File: src/core/isf_pkg.sv
// Constants, register map and shared types for the interrupt status
// and bus-fault cause block.
// Assumes one 20 MHz clock domain and an APB register bus with 32-bit data.
package isf_pkg;

    // ------------------------------------------------------------------
    // Register byte addresses
    // ------------------------------------------------------------------
    localparam logic [31:0] ISF_ADDR_ACTIVE = 32'he000e300;
    localparam logic [31:0] ISF_ADDR_MISSED = 32'h4000a820;
    localparam logic [31:0] ISF_ADDR_FAULT = 32'he000ed3c;
    localparam logic [31:0] ISF_ADDR_ISTAT = 32'h4000a824;
    localparam logic [31:0] ISF_ADDR_IMASK = 32'h4000a828;

    // ------------------------------------------------------------------
    // Widths, field positions and reset values
    // ------------------------------------------------------------------
    localparam int ISF_NSRC = 17;
    localparam int ISF_DEBUG_BIT = 16;
    localparam int ISF_MISS_HI = 15;
    localparam int ISF_MISS_LO = 2;
    localparam int ISF_NFAULT = 4;
    localparam int ISF_F_WRONG_SIZE = 3;
    localparam int ISF_F_PROTECT = 2;
    localparam int ISF_F_UNIMPL = 1;
    localparam int ISF_F_OVERFLOW = 0;
    localparam int ISF_NEVT = 2;
    localparam int ISF_EVT_MISS = 0;
    localparam int ISF_EVT_FAULT = 1;
    localparam logic [16:0] ISF_ACTIVE_RST = 17'h00000;
    localparam logic [15:0] ISF_MISSED_RST = 16'h0000;
    localparam logic [15:0] ISF_MISSED_IMPL = 16'hfffc;
    localparam logic [3:0] ISF_FAULT_RST = 4'h0;
    localparam logic [1:0] ISF_EVT_RST = 2'h0;
    localparam logic [31:0] ISF_RDATA_RST = 32'h00000000;
    localparam logic [1:0] ISF_WORD_ALIGNED = 2'h0;

    // Register selected by a bus address.
    typedef enum logic [2:0] {
        ISF_REG_NONE,
        ISF_REG_ACTIVE,
        ISF_REG_MISSED,
        ISF_REG_FAULT,
        ISF_REG_ISTAT,
        ISF_REG_IMASK
    } isf_reg_t;

    // Size of the faulting bus access.
    typedef enum logic [1:0] {
        ISF_SIZE_BYTE = 2'h0,
        ISF_SIZE_HALF = 2'h1,
        ISF_SIZE_WORD = 2'h2
    } isf_size_t;

endpackage : isf_pkg

File: src/core/isf_miss_flags.sv
// Missed-interrupt flags, one per source from external line D down to
// management; the lowest two bits do not exist and read zero.
// Assumes source lines and pending flags synchronous to clk.
`timescale 1ns/1ps
module isf_miss_flags (
    // Clock, reset and enable.
    input wire logic clk,
    input wire logic arst_n,
    input wire logic ce,
    // Source lines and their pending state.
    input wire logic [isf_pkg::ISF_NSRC-1:0] src_line,
    input wire logic [isf_pkg::ISF_NSRC-1:0] src_pending,
    // Write-one-to-clear request from the register bus.
    input wire logic [15:0] clr,
    // Flags and a pulse whenever a miss is seen, even on a flag already set.
    output logic [15:0] flags,
    output logic set_evt
);
    import isf_pkg::*;

    typedef struct packed {
        logic [ISF_NSRC-1:0] prev;
        logic [15:0] flags;
    } isf_miss_state_t;

    isf_miss_state_t cur_ff;
    isf_miss_state_t nxt_st;
    logic [15:0] hits;

    // A new assertion of a line whose interrupt is still pending is a miss;
    // setting wins over a clear that arrives in the same cycle.
    always_comb begin
        nxt_st = cur_ff;
        hits = (src_line[15:0] & ~cur_ff.prev[15:0] & src_pending[15:0])
            & ISF_MISSED_IMPL;
        set_evt = ce && (hits != 16'h0000);
        if (ce) begin
            nxt_st.prev = src_line;
            nxt_st.flags = ((cur_ff.flags & ~clr) | hits) & ISF_MISSED_IMPL;
        end
    end

    // State register.
    always_ff @(posedge clk or negedge arst_n) begin
        if (!arst_n) begin
            cur_ff <= '0;
        end else begin
            cur_ff <= nxt_st;
        end
    end

    assign flags = cur_ff.flags;

endmodule : isf_miss_flags

File: src/core/isf_fault_cause.sv
// Bus-fault cause flags: wrong size, protection, unimplemented address
// and overflow. The fault source reports one classified fault per pulse.
// Assumes all fault inputs valid in the cycle of fault_valid.
`timescale 1ns/1ps
module isf_fault_cause (
    // Clock, reset and enable.
    input wire logic clk,
    input wire logic arst_n,
    input wire logic ce,
    // Fault report.
    input wire logic fault_valid,
    input wire isf_pkg::isf_size_t fault_size,
    input wire logic [1:0] fault_addr_lo,
    input wire logic fault_write,
    input wire logic fault_privileged,
    input wire logic fault_periph_reg,
    input wire logic fault_protected_target,
    input wire logic fault_beyond_block,
    input wire logic fault_beyond_memory,
    // Write-one-to-clear request from the register bus.
    input wire logic [isf_pkg::ISF_NFAULT-1:0] clr,
    // Flags and a pulse for each recorded fault.
    output logic [isf_pkg::ISF_NFAULT-1:0] flags,
    output logic set_evt
);
    import isf_pkg::*;

    typedef struct packed {
        logic [ISF_NFAULT-1:0] flags;
    } isf_fault_state_t;

    isf_fault_state_t cur_ff;
    isf_fault_state_t nxt_st;
    logic [ISF_NFAULT-1:0] hits;

    // Classify the fault; overflow looks at the flags held before this fault.
    always_comb begin
        nxt_st = cur_ff;
        hits = '0;
        hits[ISF_F_WRONG_SIZE] = (fault_periph_reg && fault_size != ISF_SIZE_WORD)
            || (fault_size == ISF_SIZE_WORD && fault_addr_lo != ISF_WORD_ALIGNED);
        hits[ISF_F_PROTECT] = fault_write && !fault_privileged
            && fault_protected_target;
        hits[ISF_F_UNIMPL] = fault_beyond_block
            || fault_beyond_memory;
        hits[ISF_F_OVERFLOW] = (cur_ff.flags != ISF_FAULT_RST);
        set_evt = ce && fault_valid;
        if (ce) begin
            nxt_st.flags = (cur_ff.flags & ~clr) | (fault_valid ? hits : '0);
        end
    end

    // State register.
    always_ff @(posedge clk or negedge arst_n) begin
        if (!arst_n) begin
            cur_ff <= '0;
        end else begin
            cur_ff <= nxt_st;
        end
    end

    assign flags = cur_ff.flags;

endmodule : isf_fault_cause

File: src/core/isf_top.sv
// Top of the interrupt status and bus-fault cause block: APB slave,
// active-interrupt flags, missed flags, fault causes and one interrupt.
// Assumes a single clock, synchronous inputs and an APB master.
//
// Decided for this implementation: the APB interface to the registers.
`timescale 1ns/1ps

// Notes on behaviour
// One read-only active flag per source, debug at bit 16, timer 1 at bit 0.
// Active register resets to zero; bits 31 to 17 read zero.
// Missed flags exist for bits 15 to 2 only; bits 1 and 0 read zero.
// Missed flags are software accessible, reset to zero, bits 31 to 16 read zero.
// Byte or halfword access to a peripheral register sets the wrong-size flag.
// An unaligned word access also sets the wrong-size flag.
// Unprivileged write to a protected target sets the protection flag.
// Access above the last register of a peripheral block sets the unimplemented flag.
// Access above top of RAM or flash also sets the unimplemented flag.
// A fault while any cause flag is set sets the overflow flag.
// Fault cause register resets to zero, four flags accessible, upper bits zero.
// A new source assertion while still pending sets its missed flag; write one clears.
// Active flag holds from handler entry until that handler returns.
module isf_top (
    // Clock, reset and enable.
    input wire logic clk,
    input wire logic arst_n,
    input wire logic ce,
    // APB slave.
    input wire logic psel,
    input wire logic penable,
    input wire logic pwrite,
    input wire logic [31:0] paddr,
    input wire logic [31:0] pwdata,
    input wire logic [3:0] pstrb,
    output logic [31:0] prdata,
    output logic pready,
    output logic pslverr,
    // Interrupt source lines and their pending state.
    input wire logic [isf_pkg::ISF_NSRC-1:0] src_line,
    input wire logic [isf_pkg::ISF_NSRC-1:0] src_pending,
    // Handler entry and return from the processor core.
    input wire logic hdl_enter,
    input wire logic [4:0] hdl_enter_num,
    input wire logic hdl_return,
    input wire logic [4:0] hdl_return_num,
    // Bus-fault report.
    input wire logic fault_valid,
    input wire isf_pkg::isf_size_t fault_size,
    input wire logic [1:0] fault_addr_lo,
    input wire logic fault_write,
    input wire logic fault_privileged,
    input wire logic fault_periph_reg,
    input wire logic fault_protected_target,
    input wire logic fault_beyond_block,
    input wire logic fault_beyond_memory,
    // Interrupt to the core.
    output logic irq
);
    import isf_pkg::*;

    // ------------------------------------------------------------------
    // State and helpers
    // ------------------------------------------------------------------

    typedef struct packed {
        logic [ISF_NSRC-1:0] active;
        logic [ISF_NEVT-1:0] istat;
        logic [ISF_NEVT-1:0] imask;
        logic [31:0] prdata;
        logic pready;
        logic pslverr;
        logic irq;
    } isf_top_state_t;

    isf_top_state_t cur_ff;
    isf_top_state_t nxt_st;

    logic [15:0] miss_flags;
    logic [ISF_NFAULT-1:0] fault_flags;
    logic miss_evt;
    logic fault_evt;
    logic wr_done;
    isf_reg_t wr_sel;
    logic [31:0] wr_ones;
    logic [31:0] wr_lanes;
    logic [15:0] miss_clr;
    logic [ISF_NFAULT-1:0] fault_clr;

    // Maps a full byte address onto the register it selects.
    function automatic isf_reg_t isf_decode(input logic [31:0] addr);
        isf_reg_t sel;
        sel = ISF_REG_NONE;
        unique case (addr)
            ISF_ADDR_ACTIVE: sel = ISF_REG_ACTIVE;
            ISF_ADDR_MISSED: sel = ISF_REG_MISSED;
            ISF_ADDR_FAULT: sel = ISF_REG_FAULT;
            ISF_ADDR_ISTAT: sel = ISF_REG_ISTAT;
            ISF_ADDR_IMASK: sel = ISF_REG_IMASK;
            default: sel = ISF_REG_NONE;
        endcase
        return sel;
    endfunction : isf_decode

    // Expands byte strobes to a bit mask so partial writes touch only
    // the lanes the master enabled.
    function automatic logic [31:0] isf_lanes(input logic [3:0] strb);
        logic [31:0] m;
        m = '0;
        for (int i = 0; i < 4; i++) begin
            m[i*8 +: 8] = {8{strb[i]}};
        end
        return m;
    endfunction : isf_lanes

    // One-hot bit for a handler number; numbers beyond the debug source
    // select nothing, so stray exception numbers leave the flags alone.
    function automatic logic [ISF_NSRC-1:0] isf_onehot(input logic [4:0] num);
        logic [ISF_NSRC-1:0] v;
        v = '0;
        if (num <= 5'(ISF_DEBUG_BIT)) begin
            v[num] = 1'b1;
        end
        return v;
    endfunction : isf_onehot

    // ------------------------------------------------------------------
    // Write decode
    // ------------------------------------------------------------------

    // A write takes effect only at the edge that completes the access
    // phase, which is the cycle in which this block drives pready high.
    always_comb begin
        wr_done = ce && psel && penable && pwrite && cur_ff.pready;
        wr_sel = isf_decode(paddr);
        wr_lanes = isf_lanes(pstrb);
        wr_ones = pwdata & wr_lanes;
        miss_clr = '0;
        fault_clr = '0;
        if (wr_done && wr_sel == ISF_REG_MISSED) begin
            miss_clr = wr_ones[15:0] & ISF_MISSED_IMPL;
        end
        if (wr_done && wr_sel == ISF_REG_FAULT) begin
            fault_clr = wr_ones[ISF_NFAULT-1:0];
        end
    end

    // ------------------------------------------------------------------
    // Flag keepers
    // ------------------------------------------------------------------

    isf_miss_flags u_miss (
        .clk(clk),
        .arst_n(arst_n),
        .ce(ce),
        .src_line(src_line),
        .src_pending(src_pending),
        .clr(miss_clr),
        .flags(miss_flags),
        .set_evt(miss_evt)
    );

    isf_fault_cause u_fault (
        .clk(clk),
        .arst_n(arst_n),
        .ce(ce),
        .fault_valid(fault_valid),
        .fault_size(fault_size),
        .fault_addr_lo(fault_addr_lo),
        .fault_write(fault_write),
        .fault_privileged(fault_privileged),
        .fault_periph_reg(fault_periph_reg),
        .fault_protected_target(fault_protected_target),
        .fault_beyond_block(fault_beyond_block),
        .fault_beyond_memory(fault_beyond_memory),
        .clr(fault_clr),
        .flags(fault_flags),
        .set_evt(fault_evt)
    );

    // ------------------------------------------------------------------
    // Next state
    // ------------------------------------------------------------------

    // Everything holds while ce is low, including a bus access in flight; a setup
    // phase with ce low never raises pready, and a write completing with ce low is lost.
    always_comb begin
        logic [ISF_NEVT-1:0] evt;
        logic [ISF_NEVT-1:0] istat_clr;
        isf_reg_t rd_sel;
        evt = '0;
        istat_clr = '0;
        rd_sel = isf_decode(paddr);
        nxt_st = cur_ff;
        evt[ISF_EVT_MISS] = miss_evt;
        evt[ISF_EVT_FAULT] = fault_evt;
        if (ce) begin
            // Handler entry sets the flag, return clears it; a preempted
            // handler keeps its flag until its own return arrives.
            nxt_st.active = (cur_ff.active
                & ~(hdl_return ? isf_onehot(hdl_return_num) : '0))
                | (hdl_enter ? isf_onehot(hdl_enter_num) : '0);

            // Register writes; the active register is read only and
            // silently ignores writes.
            if (wr_done && wr_sel == ISF_REG_ISTAT) begin
                istat_clr = wr_ones[ISF_NEVT-1:0];
            end
            if (wr_done && wr_sel == ISF_REG_IMASK) begin
                nxt_st.imask = wr_ones[ISF_NEVT-1:0]
                    | (cur_ff.imask & ~wr_lanes[ISF_NEVT-1:0]);
            end

            // Sticky events; a new event beats a clear in the same cycle.
            nxt_st.istat = (cur_ff.istat & ~istat_clr) | evt;
            nxt_st.irq = |(nxt_st.istat & nxt_st.imask);

            // APB answer: ready one cycle after the setup phase, dropped
            // once the access completes.
            nxt_st.pready = 1'b0;
            nxt_st.pslverr = 1'b0;
            if (psel && !penable) begin
                nxt_st.pready = 1'b1;
                nxt_st.pslverr = (rd_sel == ISF_REG_NONE);
                nxt_st.prdata = ISF_RDATA_RST;
                if (!pwrite) begin
                    unique case (rd_sel)
                        ISF_REG_ACTIVE: nxt_st.prdata = {15'h0000, cur_ff.active};
                        ISF_REG_MISSED: nxt_st.prdata = {16'h0000, miss_flags};
                        ISF_REG_FAULT: nxt_st.prdata = {28'h0000000, fault_flags};
                        ISF_REG_ISTAT: nxt_st.prdata = {30'h00000000, cur_ff.istat};
                        ISF_REG_IMASK: nxt_st.prdata = {30'h00000000, cur_ff.imask};
                        ISF_REG_NONE: nxt_st.prdata = ISF_RDATA_RST;
                    endcase
                end
            end
        end
    end

    // ------------------------------------------------------------------
    // State register
    // ------------------------------------------------------------------

    always_ff @(posedge clk or negedge arst_n) begin
        if (!arst_n) begin
            cur_ff.active <= ISF_ACTIVE_RST;
            cur_ff.istat <= ISF_EVT_RST;
            cur_ff.imask <= ISF_EVT_RST;
            cur_ff.prdata <= ISF_RDATA_RST;
            cur_ff.pready <= 1'b0;
            cur_ff.pslverr <= 1'b0;
            cur_ff.irq <= 1'b0;
        end else begin
            cur_ff <= nxt_st;
        end
    end

    // Outputs straight from flip-flops.
    assign prdata = cur_ff.prdata;
    assign pready = cur_ff.pready;
    assign pslverr = cur_ff.pslverr;
    assign irq = cur_ff.irq;

endmodule : isf_top

File: config.mk
export PLATFORM = sky130hd
export DESIGN_NAME = isf_top
export DESIGN_NICKNAME = d
export VERILOG_FILES = /design/src/core/isf_pkg.sv /design/src/core/isf_miss_flags.sv /design/src/core/isf_fault_cause.sv /design/src/core/isf_top.sv
export SDC_FILE = /design/constraint.sdc
export NUM_CORES = 1
export LEC_CHECK = 0
export ABC_AREA = 1
export BUFFER_PORTS_ARGS = -buffer_cell sky130_fd_sc_hd__buf_2
export CORE_ASPECT_RATIO = 0.6
export CORE_MARGIN = 1.5
export CORE_UTILIZATION = 45
export CTS_CLUSTER_SIZE = 25
export DETAILED_ROUTE_END_ITERATION = 12
export GPL_ROUTABILITY_DRIVEN = 0
export HOLD_SLACK_MARGIN = 0.06
export PLACE_DENSITY = 0.75
export SYNTH_ARGS = -nofsm -noshare
export SYNTH_HDL_FRONTEND = slang
export SYNTH_SLANG_ARGS = --single-unit
File: constraint.sdc
create_clock -name clk -period 1.6 [get_ports clk]
set_input_delay 0.08 -clock clk [delete_from_list [all_inputs] [get_ports clk]]
set_output_delay 0.08 -clock clk [all_outputs]
set_load 0.02 [all_outputs]
==> reports/metrics.yaml <==
run_status: "complete, no violations"
postCtsSetupRepairBufs: 0
yosys.cell_types.count: 27
final_cells: 831
layout_common_cells: "159 x nand2_1, 126 x buf_2, 73 x dfrtp_1"
fin_tns_setup_ns: 0
final_common_cell: "nand2_1"
crit_required_ns: 1.79
arrival_ns: 1.58
clock-skew-final_ns: 0.00773
synth_top_cell_by_area: "dfrtp_1"
grt_pass1_wl_um: 19500
viasPerCell: 5.03
remaining_drc_errors: 0
wirelength_um: 12000
drv_slew: 0
dr_total_vias: 4178
max_cap_violations: 0
min_path_type: "in -> reg"
syn_to_final_growth_pct: 32.6
grt_overflow: 0
wl_per_cell_um: 14.4
crit_type: "reg -> reg"
start_util: 0.472
portBuffers: 126
hold_buffers: 38
clkTransAtPathRegs_ns: 0.06
ys_top_cells_by_area: "dfrtp_1 45%, nand2_1 15%, o21ai_0 8.1%"
cts_max_path_buffers: 2
cp-start-kind: "flip-flop"
ir_drop_mv: 0.633
seq_area_frac_synth: 0.445
cts_tree: "yes"
dp.cells: 777
first_pass_iters: 6
fmax_mhz: 719
die_h_um: 77.0
hp-start: "fault_write"
rsz0062_at_grt: "false"
drive_above_1_share: 0.249
power.density_nw_per_um2: 884
max-slew-margin-rel: 0.641
dpl.hpwl_um: 8600
period_share: 0.870
startpoint: "pready$_DFFE_PN0P_"
drtAntennaViolNets: 0
design_area_um2: 5440
syn_area_um2: 4100
worst_setup_path_end_kind: "flip-flop"
drt_iter0_markers: 279
core_region_area_um2: 8690
setup_violations: 0
power_w: 0.00481
holdPathStages: 3
post_cts_resized: 0
root_buffer: "clkbuf_16"
synth.top_cell.area_share: 0.445
synth_cells: 556
worstReg2RegStart: "pready$_DFFE_PN0P_"
grtUsageTotal: 0.256
cts_max_level: 3
numClockSinks: 73
io_pins: 166
worst_slew_pin_slew_ns: 0.538
reg2reg_depth: 6
cts-buffers-inserted: 9
syn_area_per_cell_um2: 7.38
clock_latency_ns: 0.34
yosys_warnings: 0
diodes: 0
crit_fanout: 14
period_minus_slack_ns: 1.39
post-route-util: 0.626
grt_max_degree: 74
leakagePower_nw: 2.77
fill_cells: 767
ys_ff_latch: 73
hold_viol: 0
dieArea_um2: 9720
antenna_found_initial: 0
detailed_place.area_um2: 4740
die_x_um: 126
nNetsFinal: 845
core.rowCount: 26
grt_pass1_vias: 4003
final cells by class:
class | instances | area, um2 | area share
multi-input combinational | 404 | 1840 | 0.339
sequential | 73 | 1830 | 0.336
timing repair buffer | 176 | 1130 | 0.207
clock buffer | 12 | 267 | 0.0490
inverter | 50 | 188 | 0.0345
tap | 112 | 140 | 0.0258
clock inverter | 4 | 50.0 | 0.00920
state kept, by name, summed over array words and instances, names as in the netlist:
name and count:
prdata 17, u_fault.flags 4, u_miss.cur_ff 14, pslverr 1, u_miss.flags 14, cur_ff 21, pready 1, irq 1
layer usage:
layer	vias to the layer above	global-route usage	part of all wire
li1	2074	-	-
met1	1904	0.363	0.47
met2	185	0.381	0.43
met3	15	0.0754	0.086
met4	0	0.0736	0.012
met5	-	0	0
critical path, stage by stage (launching register included):
cell     delay, ns
dfrtp_1       0.41
nand3_1       0.10
nor2_1        0.09
buf_4         0.16
nand2_2       0.18
o21ai_0       0.19
o21ai_0       0.12
where the power goes:
group	leakage, nW	internal, W	switching, W	total [W]
Combinational	1.75	0.000269	0.000359	0.000628
Sequential	0.871	0.00199	0.0000799	0.00207
Clock	0.151	0.00133	0.000780	0.00211
Total	2.77	0.00359	0.00122	0.00481
metrics by stage:
| step | hold WS (ns) | setup WS [ns] |
|---|---|---|
| floorplan | -0.216 | 0.207 |
| global placement | 0.133 | 0.0877 |
| detailed placement | 0.140 | 0.0286 |
| CTS | 0.0601 | 0.199 |
| global route | 0.0635 | 0.0920 |
| finish | 0.0639 | 0.209 |
final timing paths:
| check | to | slack [ns] |
|---|---|---|
| max | u_miss.flags[10]$_DFFE_PN0P_ | 0.21 |
| min | u_fault.flags[2]$_DFFE_PN0P_ | 0.06 |
| max reg2reg | u_miss.flags[10]$_DFFE_PN0P_ | 0.21 |
| min reg2reg | prdata[10]$_DFFE_PN0P_ | 0.48 |
| max in group asynchronous | prdata[14]$_DFFE_PN0P_ | 0.98 |
| min in group asynchronous | prdata[1]$_DFFE_PN0P_ | 0.28 |
cells by family after synthesis:
kind of cell / after synthesis / share of synthesized area
other: 1 / 0.000914
and+or+nand+nor: 279 / 0.300
buffers and inverters: 93 / 0.119
AOI/OAI and AO/OA: 110 / 0.135
DFF: 73 / 0.445
synthesized netlist by cell type (all sizes together):
| cell | count |
|---|---|
| a21oi | 6 |
| and2 | 1 |
| and3 | 1 |
| buf | 36 |
| clkbuf | 7 |
| conb | 1 |
| dfrtp | 73 |
| inv | 50 |
| nand2 | 162 |
| nand3 | 37 |
| nand3b | 6 |
| nand4 | 6 |
| nor2 | 59 |
| nor3 | 6 |
| nor4 | 1 |
| o21ai | 103 |
| o31ai | 1 |
(Power assumes the default switching activity.)
